==> src/cip_pkg.sv <==
// Function
// - Eleven flag sources, each with an enable, feed four interrupt outputs.
// - Each transmit buffer that becomes empty sets its empty flag.
// - Accepted frame at end-of-frame fills foreground buffer and sets rx full.
// - Bus activity in sleep or power-down sets wake flag; irq needs ack.
// - Error counters reaching 96 set the matching warning flags.
// - Error counters above 127 set the matching passive flags.
// - Transmit error counter above 255 sets bus-off flag for error irq.
// - Receive overrun sets the overrun flag, an error irq source.
// - Both buffers full plus another accepted frame is overrun; frame dropped.
// - Each irq except wake stays high while any enabled flag of it is set.
// - Writing one clears a flag; writing zero leaves it.
// - Clear has no effect while the setting condition persists.
// - Error counters cannot be altered by any register access.
// - Configuration registers accept writes only while soft reset is set.
// - Transmit pin is recessive in sleep, soft reset and power-down.
// - Sleep and soft reset stop core clocks; power-down stops all.
// - CPU stop gives power-down; else ack and unlock bits pick the mode.
// - Sleep entered when idle, after reception, or once transmit queue empty.
// - Sleep acknowledge stays one throughout sleep; software uses it.
// - Sleep left on bus activity, request cleared, or soft reset set.
// - Clearing sleep request before acknowledge is ignored.
// - After wake, wait 11 recessive bits before joining traffic.
package cip_pkg;
    localparam logic [7:0] OFS_MCR0    = 8'h00;
    localparam logic [7:0] OFS_LOCK0   = 8'h04;
    localparam logic [7:0] OFS_RFLG    = 8'h34;
    localparam logic [7:0] OFS_RIER    = 8'h38;
    localparam logic [7:0] OFS_TFLG    = 8'h3C;
    localparam logic [7:0] OFS_TIER    = 8'h40;
    localparam logic [7:0] OFS_ERRCNT  = 8'h44;
    localparam int         LOCK_N      = 12;
    localparam int         B_UNLOCK    = 0;
    localparam int         B_SLEEP_REQUEST     = 1;
    localparam int         B_SLEEP_ACKNOWLEDGE     = 2;
    localparam int         B_SYNCED    = 3;
    localparam int         F_RXF       = 0;
    localparam int         F_OVR       = 1;
    localparam int         F_BOFF      = 2;
    localparam int         F_TXPAS     = 3;
    localparam int         F_RXPAS     = 4;
    localparam int         F_TXWRN     = 5;
    localparam int         F_RXWRN     = 6;
    localparam int         F_WAKE      = 7;
    localparam logic [8:0] WARN_LIMIT  = 9'h060;
    localparam logic [8:0] PASS_LIMIT  = 9'h07F;
    localparam logic [8:0] BOFF_LIMIT  = 9'h0FF;
    localparam logic [3:0] RECESS_RUN  = 4'hB;
    localparam logic       RST_UNLOCK  = 1'h1;
    localparam logic [2:0] RST_TXE     = 3'h7;
    localparam logic [7:0] RST_BYTE    = 8'h00;
    typedef enum logic [1:0] {
        CIP_NORMAL  = 2'h0,
        CIP_SLEEP   = 2'h1,
        CIP_SOFTRST = 2'h2,
        CIP_PWRDN   = 2'h3
    } cip_mode_t;
    typedef enum logic [1:0] {
        SLP_AWAKE   = 2'h0,
        SLP_PENDING = 2'h1,
        SLP_ASLEEP  = 2'h2,
        SLP_RESYNC  = 2'h3
    } cip_slp_t;
endpackage

==> src/cip_top.sv <==
`timescale 1ns/1ps
`default_nettype none
module cip_top
    import cip_pkg::*;
(
    input  wire logic        ref_clk_i,          // Module clock 10 MHz
    input  wire logic        nrst_i,             // Async reset, active low
    input  wire logic [7:0]  avs_address_i,      // Byte address
    input  wire logic        avs_read_i,         // Read request
    input  wire logic        avs_write_i,        // Write request
    input  wire logic [31:0] avs_writedata_i,    // Write data
    input  wire logic [3:0]  avs_byteenable_i,   // Byte lanes
    output var  logic [31:0] avs_readdata_o,     // Read data
    output var  logic        avs_waitrequest_o,  // Stall
    input  wire logic        can_rx_i,           // Receive pin
    input  wire logic        engine_tx_i,        // Bit from protocol engine
    input  wire logic        bit_tick_i,         // Bit time enable
    input  wire logic        rx_active_i,        // Engine receiving
    input  wire logic        tx_active_i,        // Engine transmitting
    input  wire logic        rx_accept_i,        // Accepted frame at EOF
    input  wire logic [2:0]  tx_done_i,          // Buffer freed pulses
    input  wire logic [7:0]  rx_err_cnt_i,       // Receive error counter
    input  wire logic [8:0]  tx_err_cnt_i,       // Transmit error counter
    input  wire logic        cpu_stop_i,         // CPU in stop mode
    output var  logic        can_tx_pin_o,       // Transmit pin
    output var  logic        online_o,           // Engine may join bus
    output var  logic        core_clk_en_o,      // Protocol clock gate
    output var  logic        reg_clk_en_o,       // Register clock gate
    output var  logic [2:0]  tx_empty_o,         // Buffer empty flags
    output var  logic [95:0] config_o,           // Locked configuration
    output var  logic        irq_wake_o,         // Wake-up request
    output var  logic        irq_err_o,          // Error request
    output var  logic        irq_rx_o,           // Receive request
    output var  logic        irq_tx_o            // Transmit request
);
    cip_mode_t  mode_q;
    cip_slp_t   slp_st;
    cip_slp_t   next_slp;
    logic       unlock;
    logic       sleep_request;
    logic       tx_seen;
    logic       wake_armed;
    logic       rx_bg_full;
    logic [7:0] rflg;
    logic [7:0] rier;
    logic [2:0] tflg;
    logic [2:0] tier;
    logic [7:0] lock_q [LOCK_N];
    logic [7:0] set_r;
    logic [7:0] clr_r;
    logic [2:0] clr_t;
    logic [31:0] rd_mux;
    logic       commit_wr;
    logic       regs_ok;
    logic       online;
    logic       copy_fg;
    logic       ovr_ev;
    logic       activity;
    logic       idle_ok;
    logic       resync;
    logic       wr_mcr0;
    logic [7:0] wbyte;
    logic [7:0] lock_ofs;

    cip_bus_mon u_mon (
        .ref_clk_i  (ref_clk_i),
        .nrst_i     (nrst_i),
        .can_rx_i   (can_rx_i),
        .bit_tick_i (bit_tick_i),
        .resync_i   (resync),
        .activity_o (activity),
        .idle_ok_o  (idle_ok)
    );

    // Bus slave: one wait cycle, write commits when waitrequest is low
    assign regs_ok   = (mode_q != CIP_PWRDN);
    assign commit_wr = avs_write_i & ~avs_waitrequest_o & regs_ok
                     & avs_byteenable_i[0];
    assign wbyte     = avs_writedata_i[7:0];
    assign wr_mcr0   = commit_wr && (avs_address_i == OFS_MCR0);
    assign lock_ofs  = avs_address_i - OFS_LOCK0;

    always_ff @(posedge ref_clk_i or negedge nrst_i) begin
        if (!nrst_i) begin
            avs_waitrequest_o <= 1'h1;
            avs_readdata_o    <= 32'h0000_0000;
        end else if ((avs_read_i || avs_write_i) && avs_waitrequest_o) begin
            avs_waitrequest_o <= 1'h0;
            avs_readdata_o    <= regs_ok ? rd_mux : 32'h0000_0000;
        end else begin
            avs_waitrequest_o <= 1'h1;
        end
    end

    always_comb begin
        rd_mux = 32'h0000_0000;
        case (avs_address_i)
            OFS_MCR0: begin
                rd_mux[B_UNLOCK] = unlock;
                rd_mux[B_SLEEP_REQUEST]  = sleep_request;
                rd_mux[B_SLEEP_ACKNOWLEDGE]  = (slp_st == SLP_ASLEEP);
                rd_mux[B_SYNCED] = online;
            end
            OFS_RFLG:   rd_mux[7:0] = rflg;
            OFS_RIER:   rd_mux[7:0] = rier;
            OFS_TFLG:   rd_mux[2:0] = tflg;
            OFS_TIER:   rd_mux[2:0] = tier;
            OFS_ERRCNT: rd_mux[16:0] = {tx_err_cnt_i, rx_err_cnt_i};
            default: begin
                if (avs_address_i >= OFS_LOCK0 && avs_address_i < OFS_RFLG
                    && avs_address_i[1:0] == 2'h0) begin
                    rd_mux[7:0] = lock_q[lock_ofs[5:2]];
                end
            end
        endcase
    end

    // Locked set: control 1, timing 0-1, acceptance control, codes, masks
    genvar gi;
    generate
        for (gi = 0; gi < LOCK_N; gi++) begin : g_lock
            always_ff @(posedge ref_clk_i or negedge nrst_i) begin
                if (!nrst_i) begin
                    lock_q[gi] <= RST_BYTE;
                end else if (commit_wr && unlock
                             && avs_address_i == OFS_LOCK0
                                + 8'(4 * gi)) begin
                    lock_q[gi] <= wbyte;
                end
            end
            assign config_o[8*gi +: 8] = lock_q[gi];
        end
    endgenerate

    // Enables are plain read/write
    always_ff @(posedge ref_clk_i or negedge nrst_i) begin
        if (!nrst_i) begin
            rier <= RST_BYTE;
            tier <= 3'h0;
        end else if (commit_wr && avs_address_i == OFS_RIER) begin
            rier <= wbyte;
        end else if (commit_wr && avs_address_i == OFS_TIER) begin
            tier <= wbyte[2:0];
        end
    end

    // Mode control bits
    always_ff @(posedge ref_clk_i or negedge nrst_i) begin
        if (!nrst_i) begin
            unlock        <= RST_UNLOCK;
            sleep_request <= 1'h0;
        end else begin
            if (wr_mcr0) begin
                unlock <= wbyte[B_UNLOCK];
            end
            if (wr_mcr0 && (wbyte[B_SLEEP_REQUEST] || slp_st == SLP_ASLEEP)) begin
                sleep_request <= wbyte[B_SLEEP_REQUEST];
            end else if (slp_st == SLP_ASLEEP && activity) begin
                sleep_request <= 1'h0;
            end
        end
    end

    // Sleep sequencing
    always_comb begin
        next_slp = slp_st;
        case (slp_st)
            SLP_AWAKE: begin
                if (unlock) begin
                    next_slp = SLP_RESYNC;
                end else if (sleep_request) begin
                    next_slp = SLP_PENDING;
                end
            end
            SLP_PENDING: begin
                if (unlock) begin
                    next_slp = SLP_RESYNC;
                end else if (!rx_active_i && !tx_active_i
                             && (!tx_seen || &tflg)) begin
                    next_slp = SLP_ASLEEP;
                end
            end
            SLP_ASLEEP: begin
                if (activity || !sleep_request || unlock) begin
                    next_slp = SLP_RESYNC;
                end
            end
            SLP_RESYNC: begin
                if (idle_ok && !unlock) begin
                    next_slp = SLP_AWAKE;
                end
            end
            default: next_slp = SLP_RESYNC;
        endcase
    end

    assign resync = (slp_st != SLP_RESYNC) && (next_slp == SLP_RESYNC);

    always_ff @(posedge ref_clk_i or negedge nrst_i) begin
        if (!nrst_i) begin
            slp_st <= SLP_RESYNC;
        end else if (regs_ok) begin
            slp_st <= next_slp;
        end
    end

    // Once a frame goes out during the request, drain the whole queue
    always_ff @(posedge ref_clk_i or negedge nrst_i) begin
        if (!nrst_i) begin
            tx_seen <= 1'h0;
        end else if (slp_st != SLP_PENDING) begin
            tx_seen <= 1'h0;
        end else if (tx_active_i) begin
            tx_seen <= 1'h1;
        end
    end

    always_ff @(posedge ref_clk_i or negedge nrst_i) begin
        if (!nrst_i) begin
            mode_q <= CIP_NORMAL;
        end else if (cpu_stop_i) begin
            mode_q <= CIP_PWRDN;
        end else if (slp_st == SLP_ASLEEP && !unlock) begin
            mode_q <= CIP_SLEEP;
        end else if (unlock) begin
            mode_q <= CIP_SOFTRST;
        end else begin
            mode_q <= CIP_NORMAL;
        end
    end

    assign online = (mode_q == CIP_NORMAL)
                  && (slp_st == SLP_AWAKE || slp_st == SLP_PENDING);

    // Receive buffers: foreground is the full flag, background held here
    assign copy_fg = online && !rflg[F_RXF] && rx_bg_full;
    assign ovr_ev  = online && rx_accept_i && rflg[F_RXF] && rx_bg_full;

    always_ff @(posedge ref_clk_i or negedge nrst_i) begin
        if (!nrst_i) begin
            rx_bg_full <= 1'h0;
        end else if (copy_fg) begin
            rx_bg_full <= 1'h0;
        end else if (online && rx_accept_i && rflg[F_RXF]) begin
            rx_bg_full <= 1'h1;
        end
    end

    // Level conditions re-set each cycle, so a clear cannot win early
    always_comb begin
        set_r          = 8'h00;
        set_r[F_RXF]   = copy_fg
                       || (online && rx_accept_i && !rflg[F_RXF]);
        set_r[F_OVR]   = ovr_ev;
        set_r[F_BOFF]  = tx_err_cnt_i > BOFF_LIMIT;
        set_r[F_TXPAS] = tx_err_cnt_i > PASS_LIMIT;
        set_r[F_RXPAS] = {1'h0, rx_err_cnt_i} > PASS_LIMIT;
        set_r[F_TXWRN] = tx_err_cnt_i >= WARN_LIMIT;
        set_r[F_RXWRN] = {1'h0, rx_err_cnt_i} >= WARN_LIMIT;
        set_r[F_WAKE]  = activity && (slp_st == SLP_ASLEEP
                       || mode_q == CIP_PWRDN);
    end

    assign clr_r = (commit_wr && avs_address_i == OFS_RFLG)
                 ? wbyte : 8'h00;
    assign clr_t = (commit_wr && avs_address_i == OFS_TFLG)
                 ? wbyte[2:0] : 3'h0;

    always_ff @(posedge ref_clk_i or negedge nrst_i) begin
        if (!nrst_i) begin
            rflg <= RST_BYTE;
            tflg <= RST_TXE;
        end else begin
            rflg <= (rflg & ~clr_r) | set_r;
            tflg <= (tflg & ~clr_t) | tx_done_i;
        end
    end

    // Wake irq only counts if acknowledge was high at the wake event
    always_ff @(posedge ref_clk_i or negedge nrst_i) begin
        if (!nrst_i) begin
            wake_armed <= 1'h0;
        end else if (set_r[F_WAKE]) begin
            wake_armed <= (slp_st == SLP_ASLEEP);
        end else if (!rflg[F_WAKE]) begin
            wake_armed <= 1'h0;
        end
    end

    always_ff @(posedge ref_clk_i or negedge nrst_i) begin
        if (!nrst_i) begin
            irq_wake_o <= 1'h0;
            irq_err_o  <= 1'h0;
            irq_rx_o   <= 1'h0;
            irq_tx_o   <= 1'h0;
        end else begin
            irq_wake_o <= rflg[F_WAKE] & rier[F_WAKE] & wake_armed;
            irq_err_o  <= |(rflg[F_RXWRN:F_OVR]
                          & rier[F_RXWRN:F_OVR]);
            irq_rx_o   <= rflg[F_RXF] & rier[F_RXF];
            irq_tx_o   <= |(tflg & tier);
        end
    end

    always_ff @(posedge ref_clk_i or negedge nrst_i) begin
        if (!nrst_i) begin
            can_tx_pin_o  <= 1'h1;
            online_o      <= 1'h0;
            core_clk_en_o <= 1'h0;
            reg_clk_en_o  <= 1'h1;
            tx_empty_o    <= RST_TXE;
        end else begin
            can_tx_pin_o  <= online ? engine_tx_i : 1'h1;
            online_o      <= online;
            core_clk_en_o <= (mode_q == CIP_NORMAL);
            reg_clk_en_o  <= (mode_q != CIP_PWRDN);
            tx_empty_o    <= tflg;
        end
    end
endmodule
`default_nettype wire

==> src/cip_bus_mon.sv <==
`timescale 1ns/1ps
`default_nettype none
module cip_bus_mon
    import cip_pkg::*;
(
    input  wire logic ref_clk_i,   // Module clock
    input  wire logic nrst_i,      // Async reset, active low
    input  wire logic can_rx_i,    // Receive pin, asynchronous
    input  wire logic bit_tick_i,  // One pulse per bit time
    input  wire logic resync_i,    // Restart recessive run count
    output var  logic activity_o,  // Recessive to dominant edge
    output var  logic idle_ok_o    // Eleven recessive bits seen
);
    logic       rx_meta;
    logic       rx_sync;
    logic       rx_prev;
    logic [3:0] run;

    always_ff @(posedge ref_clk_i or negedge nrst_i) begin
        if (!nrst_i) begin
            rx_meta <= 1'h1;
            rx_sync <= 1'h1;
            rx_prev <= 1'h1;
        end else begin
            rx_meta <= can_rx_i;
            rx_sync <= rx_meta;
            rx_prev <= rx_sync;
        end
    end

    always_ff @(posedge ref_clk_i or negedge nrst_i) begin
        if (!nrst_i) begin
            activity_o <= 1'h0;
        end else begin
            activity_o <= rx_prev & ~rx_sync;
        end
    end

    // Any dominant level restarts the run; the waking frame is lost
    always_ff @(posedge ref_clk_i or negedge nrst_i) begin
        if (!nrst_i) begin
            run       <= 4'h0;
            idle_ok_o <= 1'h0;
        end else if (resync_i || !rx_sync) begin
            run       <= 4'h0;
            idle_ok_o <= 1'h0;
        end else if (bit_tick_i && !idle_ok_o) begin
            run       <= run + 4'h1;
            idle_ok_o <= (run + 4'h1) == RECESS_RUN;
        end
    end
endmodule
`default_nettype wire

==> config.mk <==
export PLATFORM = sky130hd
export DESIGN_NAME = cip_top
export DESIGN_NICKNAME = d
export VERILOG_FILES = /design/src/cip_pkg.sv /design/src/cip_top.sv /design/src/cip_bus_mon.sv
export SDC_FILE = /design/constraint.sdc
export NUM_CORES = 1
export LEC_CHECK = 0
export BUFFER_PORTS_ARGS = -buffer_cell sky130_fd_sc_hd__buf_2
export CORE_MARGIN = 4
export CORE_UTILIZATION = 40
export DETAILED_ROUTE_END_ITERATION = 10
export HOLD_SLACK_MARGIN = 0.08
export PLACE_DENSITY_LB_ADDON = 0.1
export SLEW_MARGIN = 20
export SYNTH_ARGS = -nofsm -noshare
export SYNTH_HDL_FRONTEND = slang
export SYNTH_SLANG_ARGS = --single-unit
==> constraint.sdc <==
create_clock -name ref_clk_i -period 2.5 [get_ports ref_clk_i]
set_input_delay 0.25 -clock ref_clk_i [delete_from_list [all_inputs] [get_ports ref_clk_i]]
set_output_delay 0.25 -clock ref_clk_i [all_outputs]
set_load 0.01 [all_outputs]
==> summary.md <==
The worst hold slack after final layout was 0.101 ns; the cell area power density was 588 mW/mm^2. Yosys mapped the design onto 66 distinct sky130hd cell types. The smallest clock period supported by the final layout is computed as 2.18 ns.

Relative to the synthesized area, the layout overhead comes to 25.1%. For this run, the post-layout net count is 879. The final number of max-transition violations is 0, and the final cell area excluding filler cells is 0.00985 mm^2. In this run the horizontal extent of the chip is 148 um. The Yosys step of the flow raised 0 warnings.

The final worst-path cycle share is 0.874, and the number of iterations in the first detailed-routing pass is 6. The synthesized instance count came out at 598. The met3 demand-to-capacity share in global routing was 0.0497; the maximum number of pins on one net before global-route repair was 64. The number of DRC violations after detailed-routing iteration 0 is 388.

In the final timing run, aggregate negative setup slack is 0 ns. The source of the worst register-to-register timing path was mode_q[0]$_DFF_PN0_. The tools report the buffer count from post-CTS setup fixing as 0.

By area the synthesized netlist is led by sky130_fd_sc_hd__dfrtp_1, sky130_fd_sc_hd__mux2_2, sky130_fd_sc_hd__mux4_2. The analysis attributes to net switching a power of 1.43 mW. The critical path data required time was 2.81 ns.

The tree is rooted in a sky130_fd_sc_hd__clkbuf_16. The combinational power share is 0.069, and the area of the die is 0.0220 mm^2. The flow ran to the end, and the final reports show no timing, DRC or antenna violations. The H-tree was split into 4 levels. The layout cell share with drive strength beyond 1 is 0.491, and the cell internal power dissipation is 4.36 mW. Setup repair after global routing left no endpoint under its margin. The mapped netlist covers 0.00787 mm^2. Across all register-to-register paths, the minimum setup slack is 0.32 ns. met2 is the most crowded layer.

The count of port buffers added during placement works out to 172. The share of flip-flops with an asynchronous set or reset was 1.00; the clock network power share was 0.463. The clock drives 165 sinks. The share of the core filled with cells in the final layout came out at 0.508. Data arrives at the worst endpoint at 2.49 ns.

Largest driver fanout on the critical path: 8. The worst hold path terminates at rflg[2]$_DFF_PN0_. Timing would allow up to 458 MHz.

Met1 track utilization from global routing: 0.273. The logs give 0.358 for the met2 usage and 0 for the count of unresolved DRC violations after routing. For the total of max-cap violations, the log shows 0.

The final total power was 5.79 mW. In this run the static leakage power is 5.01 nW. Setup violations remaining at the end of the flow were counted as 0.

Counting instances, the worst hold path has a depth of 2. Remaining max-slew budget at the tightest pin: 0.435. The synthesized design spends more area on one cell type than any other, namely sky130_fd_sc_hd__dfrtp_1.

At the pin with the least slew margin, the transition time is 0.842 ns. The count of nets left with antenna violations once routing finished came out at 0. Type of the most critical hold path: in -> reg. The number of antenna diodes in the final layout is 0.

After global routing the overflow that remains totals 0. In the final routed layout, each cell accounts on average for 21.1 um. The via count of the first global-routing pass came out at 5959. TritonCTS built the clock tree. The fraction of synthesized cell area taken by the top area cell type came out at 0.477. After clock tree synthesis, the clock-pin slew on the worst setup and hold paths is 0.06 ns. The run gives 16600 um as the HPWL after detailed placement. The most critical setup path has its startpoint at mode_q[0]$_DFF_PN0_. Across the routed clock network, the largest skew measured is 0.0150 ns. The startpoint identified for the worst hold timing path is tx_err_cnt_i[8]. TritonCTS created 17 clock buffers. VDD sags by at most 0.456 mV. Dividing the detail-routed via count by the number of cells gives 5.33. The fraction of power spent switching nets was 0.248; the number of cell rows was 51. The final route contains 5737 vias. The tools report the critical path startpoint category as a flip-flop. The average instance in the mapped netlist occupies 13.2 um^2.

The register bit total from synthesis came out at 165. The number of cells upsized or downsized after cts is 0, and the starting density of the core is 0.406. The overall track demand over capacity in global routing is 0.210. The core region is 0.0194 mm^2. The proportion of synthesized chip area in sequential cells is 0.527, and the wire length of the first global-routing pass is 35200 um. The critical path is of the reg -> reg type.

For the final hold violation count, the log shows 0. The cell area after placement came out at 0.00905 mm^2. Among all flip-flop cells after synthesis, the most frequent one is sky130_fd_sc_hd__dfrtp_1. The die is 148 um tall. 215 I/O pins were placed. The number of antenna violations at the first check in global routing is 0, and the number of synthesized flops with an enable pin is 0.

The endpoint identified for the worst register-to-register timing path is rier[0]$_DFFE_PN0P_. The clock insertion delay at the later pin of the skew report was 0.44 ns. The weighted congestion at the end of routability-driven global placement is 0.827. For the part of the power in registers, the log shows 0.468. The worst setup path is captured at a flip-flop.

Counting cells, the worst reg-to-reg path comes to 5. The clock passes through at most 2 buffers. The routed design has 22700 um of wire.
==> sequential cells by signal, indices dropped and copies added, names as in the netlist, 2 cells and up <==
signal,flops
tx_empty_o,3
rflg,8
rier,8
slp_st,2
u_mon.run,4
tflg,3
mode_q,2
avs_readdata_o,17
config_o,96
tier,3
==> Yosys cell counts, types with 3 or more instances <==
library cell               number
sky130_fd_sc_hd__ha_1           6
sky130_fd_sc_hd__nor4b_2        3
sky130_fd_sc_hd__nand3_1       10
sky130_fd_sc_hd__and2_1         4
sky130_fd_sc_hd__and3_1         8
sky130_fd_sc_hd__inv_1          8
sky130_fd_sc_hd__nor3_1         4
sky130_fd_sc_hd__a22oi_1        7
sky130_fd_sc_hd__buf_2         15
sky130_fd_sc_hd__mux2_2       108
sky130_fd_sc_hd__nor2b_1        4
sky130_fd_sc_hd__nor2_1        15
sky130_fd_sc_hd__buf_4         18
sky130_fd_sc_hd__nor2_4         3
sky130_fd_sc_hd__dfrtp_1      150
sky130_fd_sc_hd__a21oi_1       17
sky130_fd_sc_hd__a222oi_1       4
sky130_fd_sc_hd__a22o_1        16
sky130_fd_sc_hd__mux4_2        24
sky130_fd_sc_hd__o21ai_0       10
sky130_fd_sc_hd__a211o_1        5
sky130_fd_sc_hd__nand2_1       53
sky130_fd_sc_hd__xor2_1         4
sky130_fd_sc_hd__dfstp_2       15
sky130_fd_sc_hd__a32o_1         6
sky130_fd_sc_hd__a21o_1         6
sky130_fd_sc_hd__clkbuf_1      14
sky130_fd_sc_hd__nand2b_1       4
sky130_fd_sc_hd__o31ai_1        3
sky130_fd_sc_hd__nand2_4        3
==> power groups by stage <==
stage / combinational [mW] / clock [mW] / sequential (mW)
floorplan: 0.196 / 0 / 2.76
global placement: 0.376 / 0 / 2.76
detailed placement: 0.384 / 0 / 2.76
CTS: 0.409 / 2.76 / 2.71
global route: 0.443 / 2.86 / 2.71
finish: 0.401 / 2.68 / 2.71
==> worst max-delay path, stage by stage (launching register included) <==
cell	delay (ns)
sky130_fd_sc_hd__dfrtp_1	0.39
sky130_fd_sc_hd__and2_1	0.25
sky130_fd_sc_hd__nor3_2	0.40
sky130_fd_sc_hd__buf_4	0.23
sky130_fd_sc_hd__and3_1	0.42
sky130_fd_sc_hd__mux2_2	0.39
==> cell usage in the layout, fill, tap and decap left out, types with 4 or more instances in the layout <==
| master | instances |
|---|---|
| sky130_fd_sc_hd__a211o_1 | 5 |
| sky130_fd_sc_hd__a21o_1 | 6 |
| sky130_fd_sc_hd__a21oi_1 | 17 |
| sky130_fd_sc_hd__a222oi_1 | 4 |
| sky130_fd_sc_hd__a22o_1 | 16 |
| sky130_fd_sc_hd__a22oi_1 | 7 |
| sky130_fd_sc_hd__a32o_1 | 6 |
| sky130_fd_sc_hd__and2_1 | 4 |
| sky130_fd_sc_hd__and3_1 | 8 |
| sky130_fd_sc_hd__buf_2 | 171 |
| sky130_fd_sc_hd__buf_4 | 24 |
| sky130_fd_sc_hd__clkbuf_16 | 17 |
| sky130_fd_sc_hd__clkinv_4 | 5 |
| sky130_fd_sc_hd__conb_1 | 15 |
| sky130_fd_sc_hd__dfrtp_1 | 150 |
| sky130_fd_sc_hd__dfstp_2 | 15 |
| sky130_fd_sc_hd__dlygate4sd3_1 | 18 |
| sky130_fd_sc_hd__ha_1 | 6 |
| sky130_fd_sc_hd__inv_1 | 8 |
| sky130_fd_sc_hd__mux2_2 | 108 |
| sky130_fd_sc_hd__mux4_2 | 24 |
| sky130_fd_sc_hd__nand2_1 | 53 |
| sky130_fd_sc_hd__nand2b_1 | 4 |
| sky130_fd_sc_hd__nand3_1 | 10 |
| sky130_fd_sc_hd__nor2_1 | 15 |
| sky130_fd_sc_hd__nor2b_1 | 4 |
| sky130_fd_sc_hd__nor3_1 | 4 |
| sky130_fd_sc_hd__o21ai_0 | 9 |
| sky130_fd_sc_hd__xor2_1 | 4 |
==> metrics by stage <==
step                instances  setup WS [ns]
floorplan                 612          0.114
global placement         1026          0.273
detailed placement       1026          0.252
CTS                      1076          0.301
global route             1076          0.189
finish                   1076          0.315
==> layout make-up <==
type | instances | area [um^2]
multi-input combinational | 390 | 3460
timing repair buffer | 216 | 1270
clock buffer | 18 | 439
tap | 265 | 332
clock inverter | 14 | 171
fill | 1760 | 9550
sequential | 165 | 4150
inverter | 8 | 30.0
==> layer usage <==
layer / vias to the layer above / part of all wire
met5: - / 0
met4: 0 / 0.010
met3: 19 / 0.057
met2: 173 / 0.51
met1: 2954 / 0.42
li1: 2591 / -
==> kinds of logic after synthesis <==
kind of cell	synth area share
adders and majority gates	0.00954
other	0.000477
xor gates and xnor gates	0.00668
and+or+nand+nor	0.0965
DFF	0.527
buffers and inverters	0.0401
muxes	0.225
AOI/OAI and AO/OA	0.0951
==> worst max path at each step <==
stage	endpoint	slack [ns]
2_1_floorplan	avs_readdata_o[5]$_DFFE_PN0P_	0.11
3_3_place_gp	avs_readdata_o[2]$_DFFE_PN0P_	0.27
3_5_place_dp	avs_readdata_o[2]$_DFFE_PN0P_	0.25
4_1_cts	config_o[26]$_DFFE_PN0P_	0.30
5_1_grt	rier[5]$_DFFE_PN0P_	0.19
6_report	rier[0]$_DFFE_PN0P_	0.32
==> what timing repair did <==
| action | CTS | global route |
|---|---|---|
| endpoints found under the setup margin | 0 | 0 |
| hold endpoints to repair | 73 | 0 |
| hold buffers | 18 | 0 |
Note: power is estimated with default switching activity, not from simulation.
